## src/core/gpb_pkg.sv

```systemverilog
// package for the bidirectional port with change detection
package gpb_pkg;

    localparam int GPB_WIDTH = 8;
    localparam int GPB_ANA_PINS = 5;
    localparam int GPB_CHG_LO = 4;
    localparam int GPB_CHG_HI = 7;
    localparam int GPB_CCP_PIN = 3;
    localparam int GPB_SYNC_STAGES = 2;

    // field positions in the two interrupt control registers
    localparam int GPB_PULLUP_BIT = 7;
    localparam int GPB_FLAG_BIT = 0;

    // values after reset
    localparam logic [7:0] GPB_DIR_RST = 8'hff;
    localparam logic [7:0] GPB_LAT_RST = 8'h00;
    localparam logic [4:0] GPB_ANA_ON = 5'h1f;
    localparam logic [4:0] GPB_ANA_OFF = 5'h00;
    localparam logic GPB_PULLUP_DIS_N_RST = 1'b1;

    // cycles after reset release before the configuration straps are trusted
    localparam logic [1:0] GPB_STRAP_WAIT = 2'h2;

    typedef struct packed {
        logic port_rd;
        logic port_wr;
        logic mem_move;
        logic latch_wr;
        logic dir_wr;
        logic analog_wr;
        logic ictl2_wr;
        logic flag_clr;
        logic [7:0] wdata;
    } gpb_req_s;

    typedef struct packed {
        logic [7:0] port;
        logic [7:0] latch;
        logic [7:0] dir;
        logic [7:0] analog;
        logic [7:0] ictl;
        logic [7:0] ictl2;
    } gpb_rdata_s;

endpackage

```

## src/core/gpb_port.sv

```systemverilog
// eight-bit bidirectional port with pull-ups, analog select and change interrupt
`timescale 1ns/10ps
module gpb_port
    import gpb_pkg::*;
(
    // clock and reset
    input wire logic CLK,
    input wire logic RST,
    // software side
    input wire gpb_req_s REQ,
    output gpb_rdata_s RDATA,
    // configuration straps
    input wire logic ANALOG_DEFAULT_CFG,
    input wire logic CAPTURE_PIN_SELECT_CFG,
    // power state
    input wire logic LOW_POWER_MODE,
    output logic WAKE_REQ,
    // change interrupt and pull-up disable
    output logic PIN_CHANGE_FLAG,
    output logic PULLUP_DISABLE_N,
    // pins
    input wire logic [GPB_WIDTH-1:0] PIN_IN,
    output logic [GPB_WIDTH-1:0] PIN_OUT,
    output logic [GPB_WIDTH-1:0] PIN_OE,
    output logic [GPB_WIDTH-1:0] PIN_PULLUP,
    // shared functions
    input wire logic CCP_OUT,
    input wire logic CCP_OUT_EN,
    output logic CCP_CAPTURE_IN,
    input wire logic PWM_FAULT_EN,
    output logic PWM_FAULT_IN,
    output logic EXT_IRQ_ZERO,
    output logic EXT_IRQ_ONE,
    output logic [GPB_ANA_PINS-1:0] ANALOG_SEL,
    output logic ANALOG_CH_TWELVE_SEL,
    output logic ANALOG_CH_TEN_SEL
);

    // one-hot strap loader: let the synchroniser fill, take the straps once, then run
    typedef enum logic [2:0] {
        st_fill = 3'b001,
        st_load = 3'b010,
        st_run = 3'b100
    } gpb_strap_e;

    logic [GPB_WIDTH-1:0] direction_reg_ff;
    logic [GPB_WIDTH-1:0] output_latch_reg_ff;
    logic [GPB_ANA_PINS-1:0] analog_ff;
    logic pullup_disable_n_ff;
    logic pin_change_flag_ff;
    logic [GPB_CHG_HI:GPB_CHG_LO] cmp_copy_ff;
    logic [1:0] strap_cnt_ff;
    gpb_strap_e strap_state_ff;
    logic strap_load;
    logic ccp_sel_ff;
    logic [GPB_WIDTH-1:0] pin_sync;
    logic [1:0] strap_sync;
    logic [GPB_WIDTH-1:0] din;
    logic [GPB_CHG_HI:GPB_CHG_LO] mismatch;
    logic any_mismatch;
    logic rd_refresh;
    logic wr_refresh;
    logic refresh;
    logic flag_set;
    logic flag_clear;
    logic [GPB_WIDTH-1:0] nxt_latch;
    logic [GPB_WIDTH-1:0] pin_drive;
    logic [GPB_WIDTH-1:0] rd_port_ff;
    logic [GPB_WIDTH-1:0] rd_latch_ff;
    logic [GPB_WIDTH-1:0] rd_dir_ff;
    logic [GPB_WIDTH-1:0] rd_analog_ff;
    logic [GPB_WIDTH-1:0] rd_ictl_ff;
    logic [GPB_WIDTH-1:0] rd_ictl2_ff;
    logic pwm_fault_ff;
    logic ccp_capture_ff;

    // pins and straps come from outside the clock domain
    gpb_sync #(.W(GPB_WIDTH)) u_pin_sync (
        .CLK(CLK),
        .RST(RST),
        .D(PIN_IN),
        .Q(pin_sync)
    );

    gpb_sync #(.W(2)) u_strap_sync (
        .CLK(CLK),
        .RST(RST),
        .D({CAPTURE_PIN_SELECT_CFG, ANALOG_DEFAULT_CFG}),
        .Q(strap_sync)
    );

    // straps are sampled once, after the synchroniser has filled
    always_ff @(posedge CLK or posedge RST) begin
        if (RST) begin
            strap_cnt_ff <= 2'h0;
            strap_state_ff <= st_fill;
        end else begin
            unique case (strap_state_ff)
                st_fill: begin
                    strap_cnt_ff <= strap_cnt_ff + 2'h1;
                    if (strap_cnt_ff == GPB_STRAP_WAIT - 2'h1) begin
                        strap_state_ff <= st_load;
                    end
                end
                st_load: begin
                    strap_state_ff <= st_run;
                end
                st_run: begin
                    strap_state_ff <= st_run;
                end
            endcase
        end
    end

    // a strap moved after the load is ignored until the next reset, like a fuse
    assign strap_load = (strap_state_ff == st_load);

    always_ff @(posedge CLK or posedge RST) begin
        if (RST) begin
            ccp_sel_ff <= 1'b0;
        end else if (strap_load) begin
            ccp_sel_ff <= ~strap_sync[1];
        end
    end

    always_ff @(posedge CLK or posedge RST) begin
        if (RST) begin
            analog_ff <= GPB_ANA_ON;
        end else if (strap_load) begin
            analog_ff <= strap_sync[0] ? GPB_ANA_ON : GPB_ANA_OFF;
        end else if (REQ.analog_wr) begin
            analog_ff <= REQ.wdata[GPB_ANA_PINS-1:0];
        end
    end

    // direction per pin, inputs after reset
    always_ff @(posedge CLK or posedge RST) begin
        if (RST) begin
            direction_reg_ff <= GPB_DIR_RST;
        end else if (REQ.dir_wr) begin
            direction_reg_ff <= REQ.wdata;
        end
    end

    // port write loads latch as well
    always_comb begin
        nxt_latch = output_latch_reg_ff;
        if (REQ.port_wr || REQ.latch_wr) begin
            nxt_latch = REQ.wdata;
        end
    end

    always_ff @(posedge CLK or posedge RST) begin
        if (RST) begin
            output_latch_reg_ff <= GPB_LAT_RST;
        end else begin
            output_latch_reg_ff <= nxt_latch;
        end
    end

    always_ff @(posedge CLK or posedge RST) begin
        if (RST) begin
            pullup_disable_n_ff <= GPB_PULLUP_DIS_N_RST;
        end else if (REQ.ictl2_wr) begin
            pullup_disable_n_ff <= REQ.wdata[GPB_PULLUP_BIT];
        end
    end

    // per pin drive, pull-up and digital input
    genvar gi;
    generate
        for (gi = 0; gi < GPB_WIDTH; gi++) begin : g_pin
            // capture unit overrides latch on its pin
            if (gi == GPB_CCP_PIN) begin : g_ccp
                assign pin_drive[gi] = (ccp_sel_ff && CCP_OUT_EN) ? CCP_OUT : output_latch_reg_ff[gi];
            end else begin : g_lat
                assign pin_drive[gi] = output_latch_reg_ff[gi];
            end
            assign PIN_OE[gi] = ~direction_reg_ff[gi];
            assign PIN_OUT[gi] = pin_drive[gi];
            assign PIN_PULLUP[gi] = ~pullup_disable_n_ff & direction_reg_ff[gi];
            if (gi < GPB_ANA_PINS) begin : g_ana
                assign din[gi] = analog_ff[gi] ? 1'b0 : pin_sync[gi];
            end else begin : g_dig
                assign din[gi] = pin_sync[gi];
            end
        end
    endgenerate

    // access of the port refreshes the copy, except the memory-move write
    assign rd_refresh = REQ.port_rd;
    // a memory-move write into the port leaves a stale copy, so the flag keeps coming back
    assign wr_refresh = REQ.port_wr & ~REQ.mem_move;
    assign refresh = rd_refresh | wr_refresh;

    // every port read refreshes, so a read ends a standing mismatch and lets the flag clear
    always_ff @(posedge CLK or posedge RST) begin
        if (RST) begin
            cmp_copy_ff <= '0;
        end else if (refresh) begin
            cmp_copy_ff <= din[GPB_CHG_HI:GPB_CHG_LO];
        end
    end

    generate
        for (gi = GPB_CHG_LO; gi <= GPB_CHG_HI; gi++) begin : g_chg
            assign mismatch[gi] = direction_reg_ff[gi] & (din[gi] ^ cmp_copy_ff[gi]);
        end
    endgenerate

    assign any_mismatch = |mismatch;

    // a standing mismatch sets again, winning over clear
    assign flag_set = any_mismatch;
    assign flag_clear = REQ.flag_clr & ~any_mismatch;

    always_ff @(posedge CLK or posedge RST) begin
        if (RST) begin
            pin_change_flag_ff <= 1'b0;
        end else if (flag_set) begin
            pin_change_flag_ff <= 1'b1;
        end else if (flag_clear) begin
            pin_change_flag_ff <= 1'b0;
        end
    end

    // read data is registered, one cycle behind the state it shows
    // port reads pin levels, with analog-selected pins reading as zero
    always_ff @(posedge CLK or posedge RST) begin
        if (RST) begin
            rd_port_ff <= '0;
        end else begin
            rd_port_ff <= din;
        end
    end

    // latch reads the latch, not pins
    always_ff @(posedge CLK or posedge RST) begin
        if (RST) begin
            rd_latch_ff <= '0;
        end else begin
            rd_latch_ff <= output_latch_reg_ff;
        end
    end

    always_ff @(posedge CLK or posedge RST) begin
        if (RST) begin
            rd_dir_ff <= '0;
        end else begin
            rd_dir_ff <= direction_reg_ff;
        end
    end

    // analog selection in the low five bits
    always_ff @(posedge CLK or posedge RST) begin
        if (RST) begin
            rd_analog_ff <= '0;
        end else begin
            rd_analog_ff <= {3'h0, analog_ff};
        end
    end

    always_ff @(posedge CLK or posedge RST) begin
        if (RST) begin
            rd_ictl_ff <= '0;
        end else begin
            rd_ictl_ff <= {7'h00, pin_change_flag_ff};
        end
    end

    always_ff @(posedge CLK or posedge RST) begin
        if (RST) begin
            rd_ictl2_ff <= '0;
        end else begin
            rd_ictl2_ff <= {pullup_disable_n_ff, 7'h00};
        end
    end

    assign RDATA = '{
        port: rd_port_ff,
        latch: rd_latch_ff,
        dir: rd_dir_ff,
        analog: rd_analog_ff,
        ictl: rd_ictl_ff,
        ictl2: rd_ictl2_ff
    };

    // fault input passes only while enabled
    always_ff @(posedge CLK or posedge RST) begin
        if (RST) begin
            pwm_fault_ff <= 1'b0;
        end else begin
            pwm_fault_ff <= PWM_FAULT_EN & pin_sync[0];
        end
    end

    // capture input only while the pin is routed to the unit
    always_ff @(posedge CLK or posedge RST) begin
        if (RST) begin
            ccp_capture_ff <= 1'b0;
        end else begin
            ccp_capture_ff <= ccp_sel_ff & pin_sync[GPB_CCP_PIN];
        end
    end

    assign WAKE_REQ = pin_change_flag_ff & LOW_POWER_MODE;
    assign PIN_CHANGE_FLAG = pin_change_flag_ff;
    assign PULLUP_DISABLE_N = pullup_disable_n_ff;

    // shared inputs of pins zero and one, analog selects, and the capture input of pin three
    assign EXT_IRQ_ZERO = pin_sync[0];
    assign EXT_IRQ_ONE = pin_sync[1];
    assign PWM_FAULT_IN = pwm_fault_ff;
    assign ANALOG_SEL = analog_ff;
    assign ANALOG_CH_TWELVE_SEL = analog_ff[0];
    assign ANALOG_CH_TEN_SEL = analog_ff[1];
    assign CCP_CAPTURE_IN = ccp_capture_ff;

endmodule

```

## src/core/gpb_sync.sv

```systemverilog
// two-stage synchroniser for levels arriving from outside the clock domain
`timescale 1ns/10ps
module gpb_sync
    import gpb_pkg::*;
#(
    parameter int W = 1
) (
    // clock and reset
    input wire logic CLK,
    input wire logic RST,
    // data
    input wire logic [W-1:0] D,
    output logic [W-1:0] Q
);

    logic [W-1:0] meta_ff;
    logic [W-1:0] q_ff;

    // first stage is read only by the second
    always_ff @(posedge CLK or posedge RST) begin
        if (RST) begin
            meta_ff <= '0;
            q_ff <= '0;
        end else begin
            meta_ff <= D;
            q_ff <= meta_ff;
        end
    end

    assign Q = q_ff;

endmodule

```

## config.mk

```make
export PLATFORM = sky130hd
export DESIGN_NAME = gpb_port
export DESIGN_NICKNAME = d
export VERILOG_FILES = /design/src/core/gpb_pkg.sv /design/src/core/gpb_port.sv /design/src/core/gpb_sync.sv
export SDC_FILE = /design/constraint.sdc
export NUM_CORES = 1
export LEC_CHECK = 0
export BUFFER_PORTS_ARGS = -buffer_cell sky130_fd_sc_hd__buf_4
export CORE_MARGIN = 2
export CORE_UTILIZATION = 43
export DETAILED_ROUTE_END_ITERATION = 8
export PLACE_DENSITY = 0.78
export RECOVER_POWER = 100
export SETUP_SLACK_MARGIN = 0.15
export SLEW_MARGIN = 20
export SYNTH_ARGS = -nofsm -noshare
export SYNTH_HDL_FRONTEND = slang
export SYNTH_HIERARCHICAL = 1
export SYNTH_SLANG_ARGS = --single-unit
```

## constraint.sdc

```tcl
create_clock -name CLK -period 1.8 [get_ports CLK]
set_input_delay 0.18 -clock CLK [delete_from_list [all_inputs] [get_ports CLK]]
set_output_delay 0.18 -clock CLK [all_outputs]
set_load 0.1 [all_outputs]
```

# [Word level (Yosys, flattened, before mapping)]
# Cells that the tools add are included.
[totals] ff_bits=86 latch_bits=0 ram_bits=0 rom_bits=0 inputBits=32 output_inout_bits=86 elab_cells=80 memories=0
[classes] addsub=1 n_mul=0 div_mod_pow=0 magnitude_cmp=0 n_eq_ne=5 shift=0 mux=13 bitwise_logic=34 reduce_logical=6
[ops] cell="$and A1 B1 Y1" n=17
[ops] cell="$mux W5" n=3
[ops] cell="$not A1 Y1" n=12
[ops] cell="$mux W1" n=8
[ops] cell="$pmux W3 S2" n=1
[ops] cell="$reduce_bool A2 Y1" n=2
[ops] cell="$reduce_or A4 Y1" n=1
[ops] cell="$xor A1 B1 Y1" n=4
[ops] cell="$eq A3 B1 Y1 const B" n=1
[ops] cell="$eq A3 B2 Y1 const B" n=1
[ops] cell="$eq A3 B3 Y1 const B" n=1
[ops] cell="$mux W3" n=1
[ops] cell="$add A2 B1 Y2 const B" n=1
[ops] cell="$eq A2 B1 Y1 const B" n=1
[ops] cell="$ne A2 B2 Y1 const B" n=1
[ops] cell="$reduce_or A2 Y1" n=1
[ops] cell="$logic_and A1 B1 Y1" n=1
[ops] cell="$logic_or A1 B1 Y1" n=1
[ops] cell="$or A1 B1 Y1" n=1

# [Depth between registers and ports, before layout]
[depth] depth_word=8 ltp_mapped=4 mapped_depth_nobuf=4

# [Modules after synthesis]
# The synthesis kept the hierarchy.
[modules_own_cells] module="gpb_port" instances=1 cells_per_inst=188 area_per_inst_um2=2492.4 seq_area_each_um2=1670.4
[modules_own_cells] module="gpb_sync (u_pin_sync)" instances=1 cells_per_inst=17 area_per_inst_um2=404.1 seq_area_each_um2=400.4
[modules_own_cells] module="gpb_sync (u_strap_sync)" instances=1 cells_per_inst=5 area_per_inst_um2=103.8 seq_area_each_um2=100.1

# [Worst setup path before layout]
# Ideal clock, no wire load.
[synth_path] kind="register to output" start="register direction_reg_ff[6]" end="output PIN_PULLUP[6]" arrival_time_ps=2316 required_time_ps=1620 path_slack_ps=-696 path_stages_with_launch=3 n_path_buf=0 path_cell_list="dfstp_2 > inv_1 > nor2_1"
[synth_via] elab_chain_cells=1
[synth_lines] element="from (decl)" line_no="gpb_port.sv:46" text="logic [GPB_WIDTH-1:0] direction_reg_ff;"
[synth_lines] element="from (signal assigned)" line_no="gpb_port.sv:141" text="direction_reg_ff <= REQ.wdata;"
[synth_lines] element="$and A1 B1 Y1" line_no="gpb_port.sv:181" text="assign PIN_PULLUP[gi] = ~pullup_disable_n_ff & direction_reg_ff[gi];"
[synth_lines] element="to (decl)" line_no="gpb_port.sv:25" text="output logic [GPB_WIDTH-1:0] PIN_PULLUP,"
# No other way between the ends.

# [Worst setup path after layout]
[layout_path] start="register analog_ff[0], in the netlist ANALOG_SEL[0]" end="output ANALOG_CH_TWELVE_SEL"
[layout_lines] element="from (decl)" line_no="gpb_port.sv:48" text="logic [GPB_ANA_PINS-1:0] analog_ff;"
[layout_lines] element="from (signal assigned)" line_no="gpb_port.sv:130" text="analog_ff <= strap_sync[0] ? GPB_ANA_ON : GPB_ANA_OFF;"
[layout_lines] element="from (signal assigned)" line_no="gpb_port.sv:132" text="analog_ff <= REQ.wdata[GPB_ANA_PINS-1:0];"
[layout_lines] element="to (decl)" line_no="gpb_port.sv:35" text="output logic ANALOG_CH_TWELVE_SEL,"
# No word-level cell between the ends.

==> impl_summary.log <==
[metrics] Power Dens Cells: 1303 nW/um^2
[metrics] initial antenna violation count: 0
[metrics] post-layout power: 5.123 mW
[metrics] cells after synthesis: 210
[metrics] Final #Nets: 355
[metrics] number of synthesized flops with an enable pin: 0
[metrics] DRC violations left: 0
[metrics] family of cells with the greatest summed delay on the critical path: flip-flops
[metrics] DRT Wirelength: 5349 um
[metrics] Die Width: 87.53 um
[metrics] worst path cell trace: clkbuf_2
[metrics] post-synthesis instance area: 3000 um^2
[metrics] Maximum Capacitance Violations: 0
[metrics] proportion of register bits with asynchronous set or reset after synthesis: 1.000
[metrics] number of buffers created by CTS: 9
[metrics] highest fanout seen on the critical path: 5
[metrics] met2 Track Usage GR: 0.2342
[metrics] proportion of power drawn by combinational gates: 0.321
[metrics] I/O pin total: 118
[metrics] data arrival at the endpoint of the critical path: 1.45 ns
[metrics] DRC marker count from the first detailed-route iteration: 26
[metrics] switching share of power: 0.4058
[metrics] via density per instance: 4.388
[metrics] Sequential Power Share: 0.423
[metrics] final count of pins violating max slew: 0
[metrics] initial cell density of the core: 0.4441
[metrics] final setup violating endpoints: 0
[metrics] Hold Path Class: in -> reg
[metrics] insertion delay to the later sink of the worst-skew pair: 0.33 ns
[metrics] Fmax achieved: 0.6127 GHz
[metrics] core region area: 6756 um^2
[metrics] placed insts: 379
[metrics] setup repair after global routing missed its margin: false
[metrics] xor/xnor cell area share of the yosys netlist: 0.01751
[metrics] Min Clock Period, post-route: 1.632 ns
[metrics] number of optimization iterations in the first detailed-route pass: 4
[metrics] total buffers and inverters traversed by the critical path: 1
[metrics] most used routing layer: met2
[metrics] Final Non-Filler Cells: 407
[metrics] Max IR drop VDD: 0.5607 mV
[metrics] Gates resized, CTS repair: 0
[metrics] switching power of the nets: 2.079 mW
[metrics] met1 track utilization from global routing: 0.1881
[metrics] Clock Sink Count: 86
[metrics] complex-gate fraction of the synthesized area: 0.03461
[metrics] clock network fraction of design power: 0.256
[metrics] via count of the first global-routing pass: 1763
[metrics] slowest cell on the critical path: sky130_fd_sc_hd__dfstp_1
[metrics] most common cell after layout, fill and taps aside: sky130_fd_sc_hd__dfrtp_1
[metrics] global route overflow: 0
[metrics] average footprint of a synthesized cell: 14.29 um^2
[metrics] endpoints failing hold: 0
[metrics] internal power contribution: 3.044 mW
[metrics] dominant combinational cell family by area after synthesis: buffers and inverters
[metrics] ant diodes: 0
[metrics] CP startpoint kind: register
[metrics] CTS root buf: sky130_fd_sc_hd__clkbuf_8
[metrics] final RePlAce weighted congestion: 0.7151
[metrics] synth warn: 6
[metrics] first-pass GRT wire length: 8418 um
[metrics] Seq/Total Area, Yosys: 0.7235
[metrics] register clock-pin slew on the reported worst setup and hold paths: 0.08 ns
[metrics] met3 usage in global routing: 0.04995
[metrics] die outline height: 87.53 um
[metrics] share of synthesized cell area in and, or, nand and nor gates: 0.06088
[metrics] # rows: 30
[metrics] number of flip-flops and latches in the synthesized netlist: 86
[metrics] adder-cell share of the synthesized area: 0.004170
[metrics] maximum clock path buffer count: 2
[metrics] Post-Route Skew: 0.006780 ns
[metrics] number of port buffers: 100
[metrics] max_slew headroom: 0.5280
[metrics] sort of element at the end of the critical path: output port
[metrics] setup TNS after final layout: 0 ns
[metrics] category of the critical setup timing path: reg -> out
[metrics] top library cells by usage in the layout, fill and taps aside: sky130_fd_sc_hd__dfrtp_1 (70), sky130_fd_sc_hd__clkbuf_2 (61), sky130_fd_sc_hd__buf_4 (21), sky130_fd_sc_hd__clkbuf_4 (20), sky130_fd_sc_hd__conb_1 (17)
[metrics] largest net degree at the start of global routing: 35
[metrics] overall track demand over capacity in global routing: 0.1482
[metrics] Area Overhead vs Synth: 31.03%
[metrics] Least-Margin Pin Slew: 0.7054 ns
[metrics] count of nets left with antenna violations after detail routing: 0
[metrics] run status: complete, no violations
[metrics] most common flop cell mapped by yosys: sky130_fd_sc_hd__dfrtp_1
[metrics] leakage power: 1.931 nW
[metrics] share of the clock period used by the worst path: 0.9068
[metrics] floorplan die area: 7662 um^2
[metrics] Routed WL per cell: 13.14 um
[metrics] Vias: 1786
[metrics] detailed placer's ending HPWL: 4067 um
[metrics] H-tree levels: 3
[metrics] stage delay of the slowest cell on the critical path: 0.62 ns
[metrics] mux contribution to synthesized area: 0.06922
[metrics] TritonCTS clock tree: built
[metrics] required time at the endpoint of the critical path: 1.62 ns
[metrics] share of final-layout standard cells stronger than drive strength 1: 0.4526
[metrics] number of different library cells in the post-synthesis netlist: 25
## stage by stage
stage	hold WS, ns	instance area [um^2]	setup slack [ns]	utilization
2_1_floorplan	-0.05392	3128	0.05354	-
3_3_place_gp	0.1004	3795	0.4552	0.5617
3_5_place_dp	0.1061	3795	0.4377	0.5617
4_1_cts	0.04051	4113	0.2210	0.6087
5_1_grt	0.03378	3931	0.1016	0.5819
6_report	0.05818	3931	0.1678	0.5819
## kinds of logic (layout without fill, tap and decap cells)
kind of cell             after synthesis  after routing
other                                  1             17
multiplexers                          19             19
buffers and inverters                 43            144
XOR/XNOR                               6              6
AND/OR/NAND/NOR                       35             35
adder cells (fa/ha/maj)                1              1
flip-flops                            86             86
AO/OA/AOI/OAI                         19             19
## routing by layer
| layer | vias up | wire, um |
|---|---|---|
| met2 | 78 | 2701 |
| met1 | 858 | 2244 |
| met3 | 4 | 341 |
| met5 | - | 0 |
| li1 | 846 | - |
| met4 | 0 | 61 |
## layout make-up
type,instances,area (um^2)
Clock buffer,12,155.1
Tap cell,80,100.1
Multi-Input combinational cell,97,661.9
Clock inverter,4,45.04
Inverter,13,50.05
Timing Repair Buffer,115,747.0
Fill cell,607,2825
Sequential cell,86,2172
## power groups by stage
stage	clock (mW)	combinational (mW)	sequential [mW]
after floorplan	0	0.803	2.83
after global placement	0	1.70	2.21
after detailed placement	0	1.71	2.22
after CTS	1.37	1.74	2.18
after global routing	1.47	1.70	2.19
final	1.31	1.64	2.17
## synth_stat cells (all sizes together) (3+ instances only)
| library cell | n | area share |
|---|---|---|
| a21oi | 7 | 0.012 |
| dfstp | 15 | 0.13 |
| buf | 28 | 0.070 |
| mux2 | 14 | 0.053 |
| nor2b | 6 | 0.013 |
| xnor2 | 3 | 0.0088 |
| nor2 | 13 | 0.023 |
| inv | 13 | 0.016 |
| mux2i | 5 | 0.017 |
| o21ai | 10 | 0.018 |
| xor2 | 3 | 0.0088 |
| dfrtp | 71 | 0.59 |
| nand2 | 11 | 0.014 |
| and2 | 3 | 0.0063 |
## state kept, by name, indices dropped and copies added, names as in the netlist
signal                cells
u_pin_sync/Q              8
rd_port_ff                8
PWM_FAULT_IN              1
PULLUP_DISABLE_N          1
CCP_CAPTURE_IN            1
ANALOG_SEL                5
direction_reg_ff          8
u_strap_sync/meta_ff      2
rd_analog_ff              5
rd_latch_ff               8
rd_ictl_ff                1
rd_dir_ff                 8
u_strap_sync/Q            2
u_pin_sync/meta_ff        8
rd_ictl2_ff               1
cmp_copy_ff               4
ccp_sel_ff                1
strap_cnt_ff              2
PIN_CHANGE_FLAG           1
output_latch_reg_ff       8
strap_state_ff            3
## repair_timing
item / in CTS / in global routing
setup endpoints to repair: 4 / 0
hold buffers: 11 / 0
buffers inserted: 1 / 0
hold endpoints to repair: 37 / 0
## final timing paths
| check | start | to | slack, ns | depth (start not counted) |
|---|---|---|---|---|
| max reg2reg | strap_state_ff[2] | ANALOG_SEL[1] | 0.46 | 3 |
| max | ANALOG_SEL[0] | ANALOG_CH_TWELVE_SEL | 0.17 | 1 |
| min in group asynchronous | RST | u_strap_sync/meta_ff[1] | 0.30 | 3 |
| min reg2reg | u_pin_sync/meta_ff[6] | u_pin_sync/Q[6] | 0.35 | 0 |
| max in group asynchronous | RST | direction_reg_ff[1] | 0.51 | 4 |
| min | PWM_FAULT_EN | PWM_FAULT_IN | 0.06 | 2 |
No activity file was read; power rests on OpenSTA's default activity.
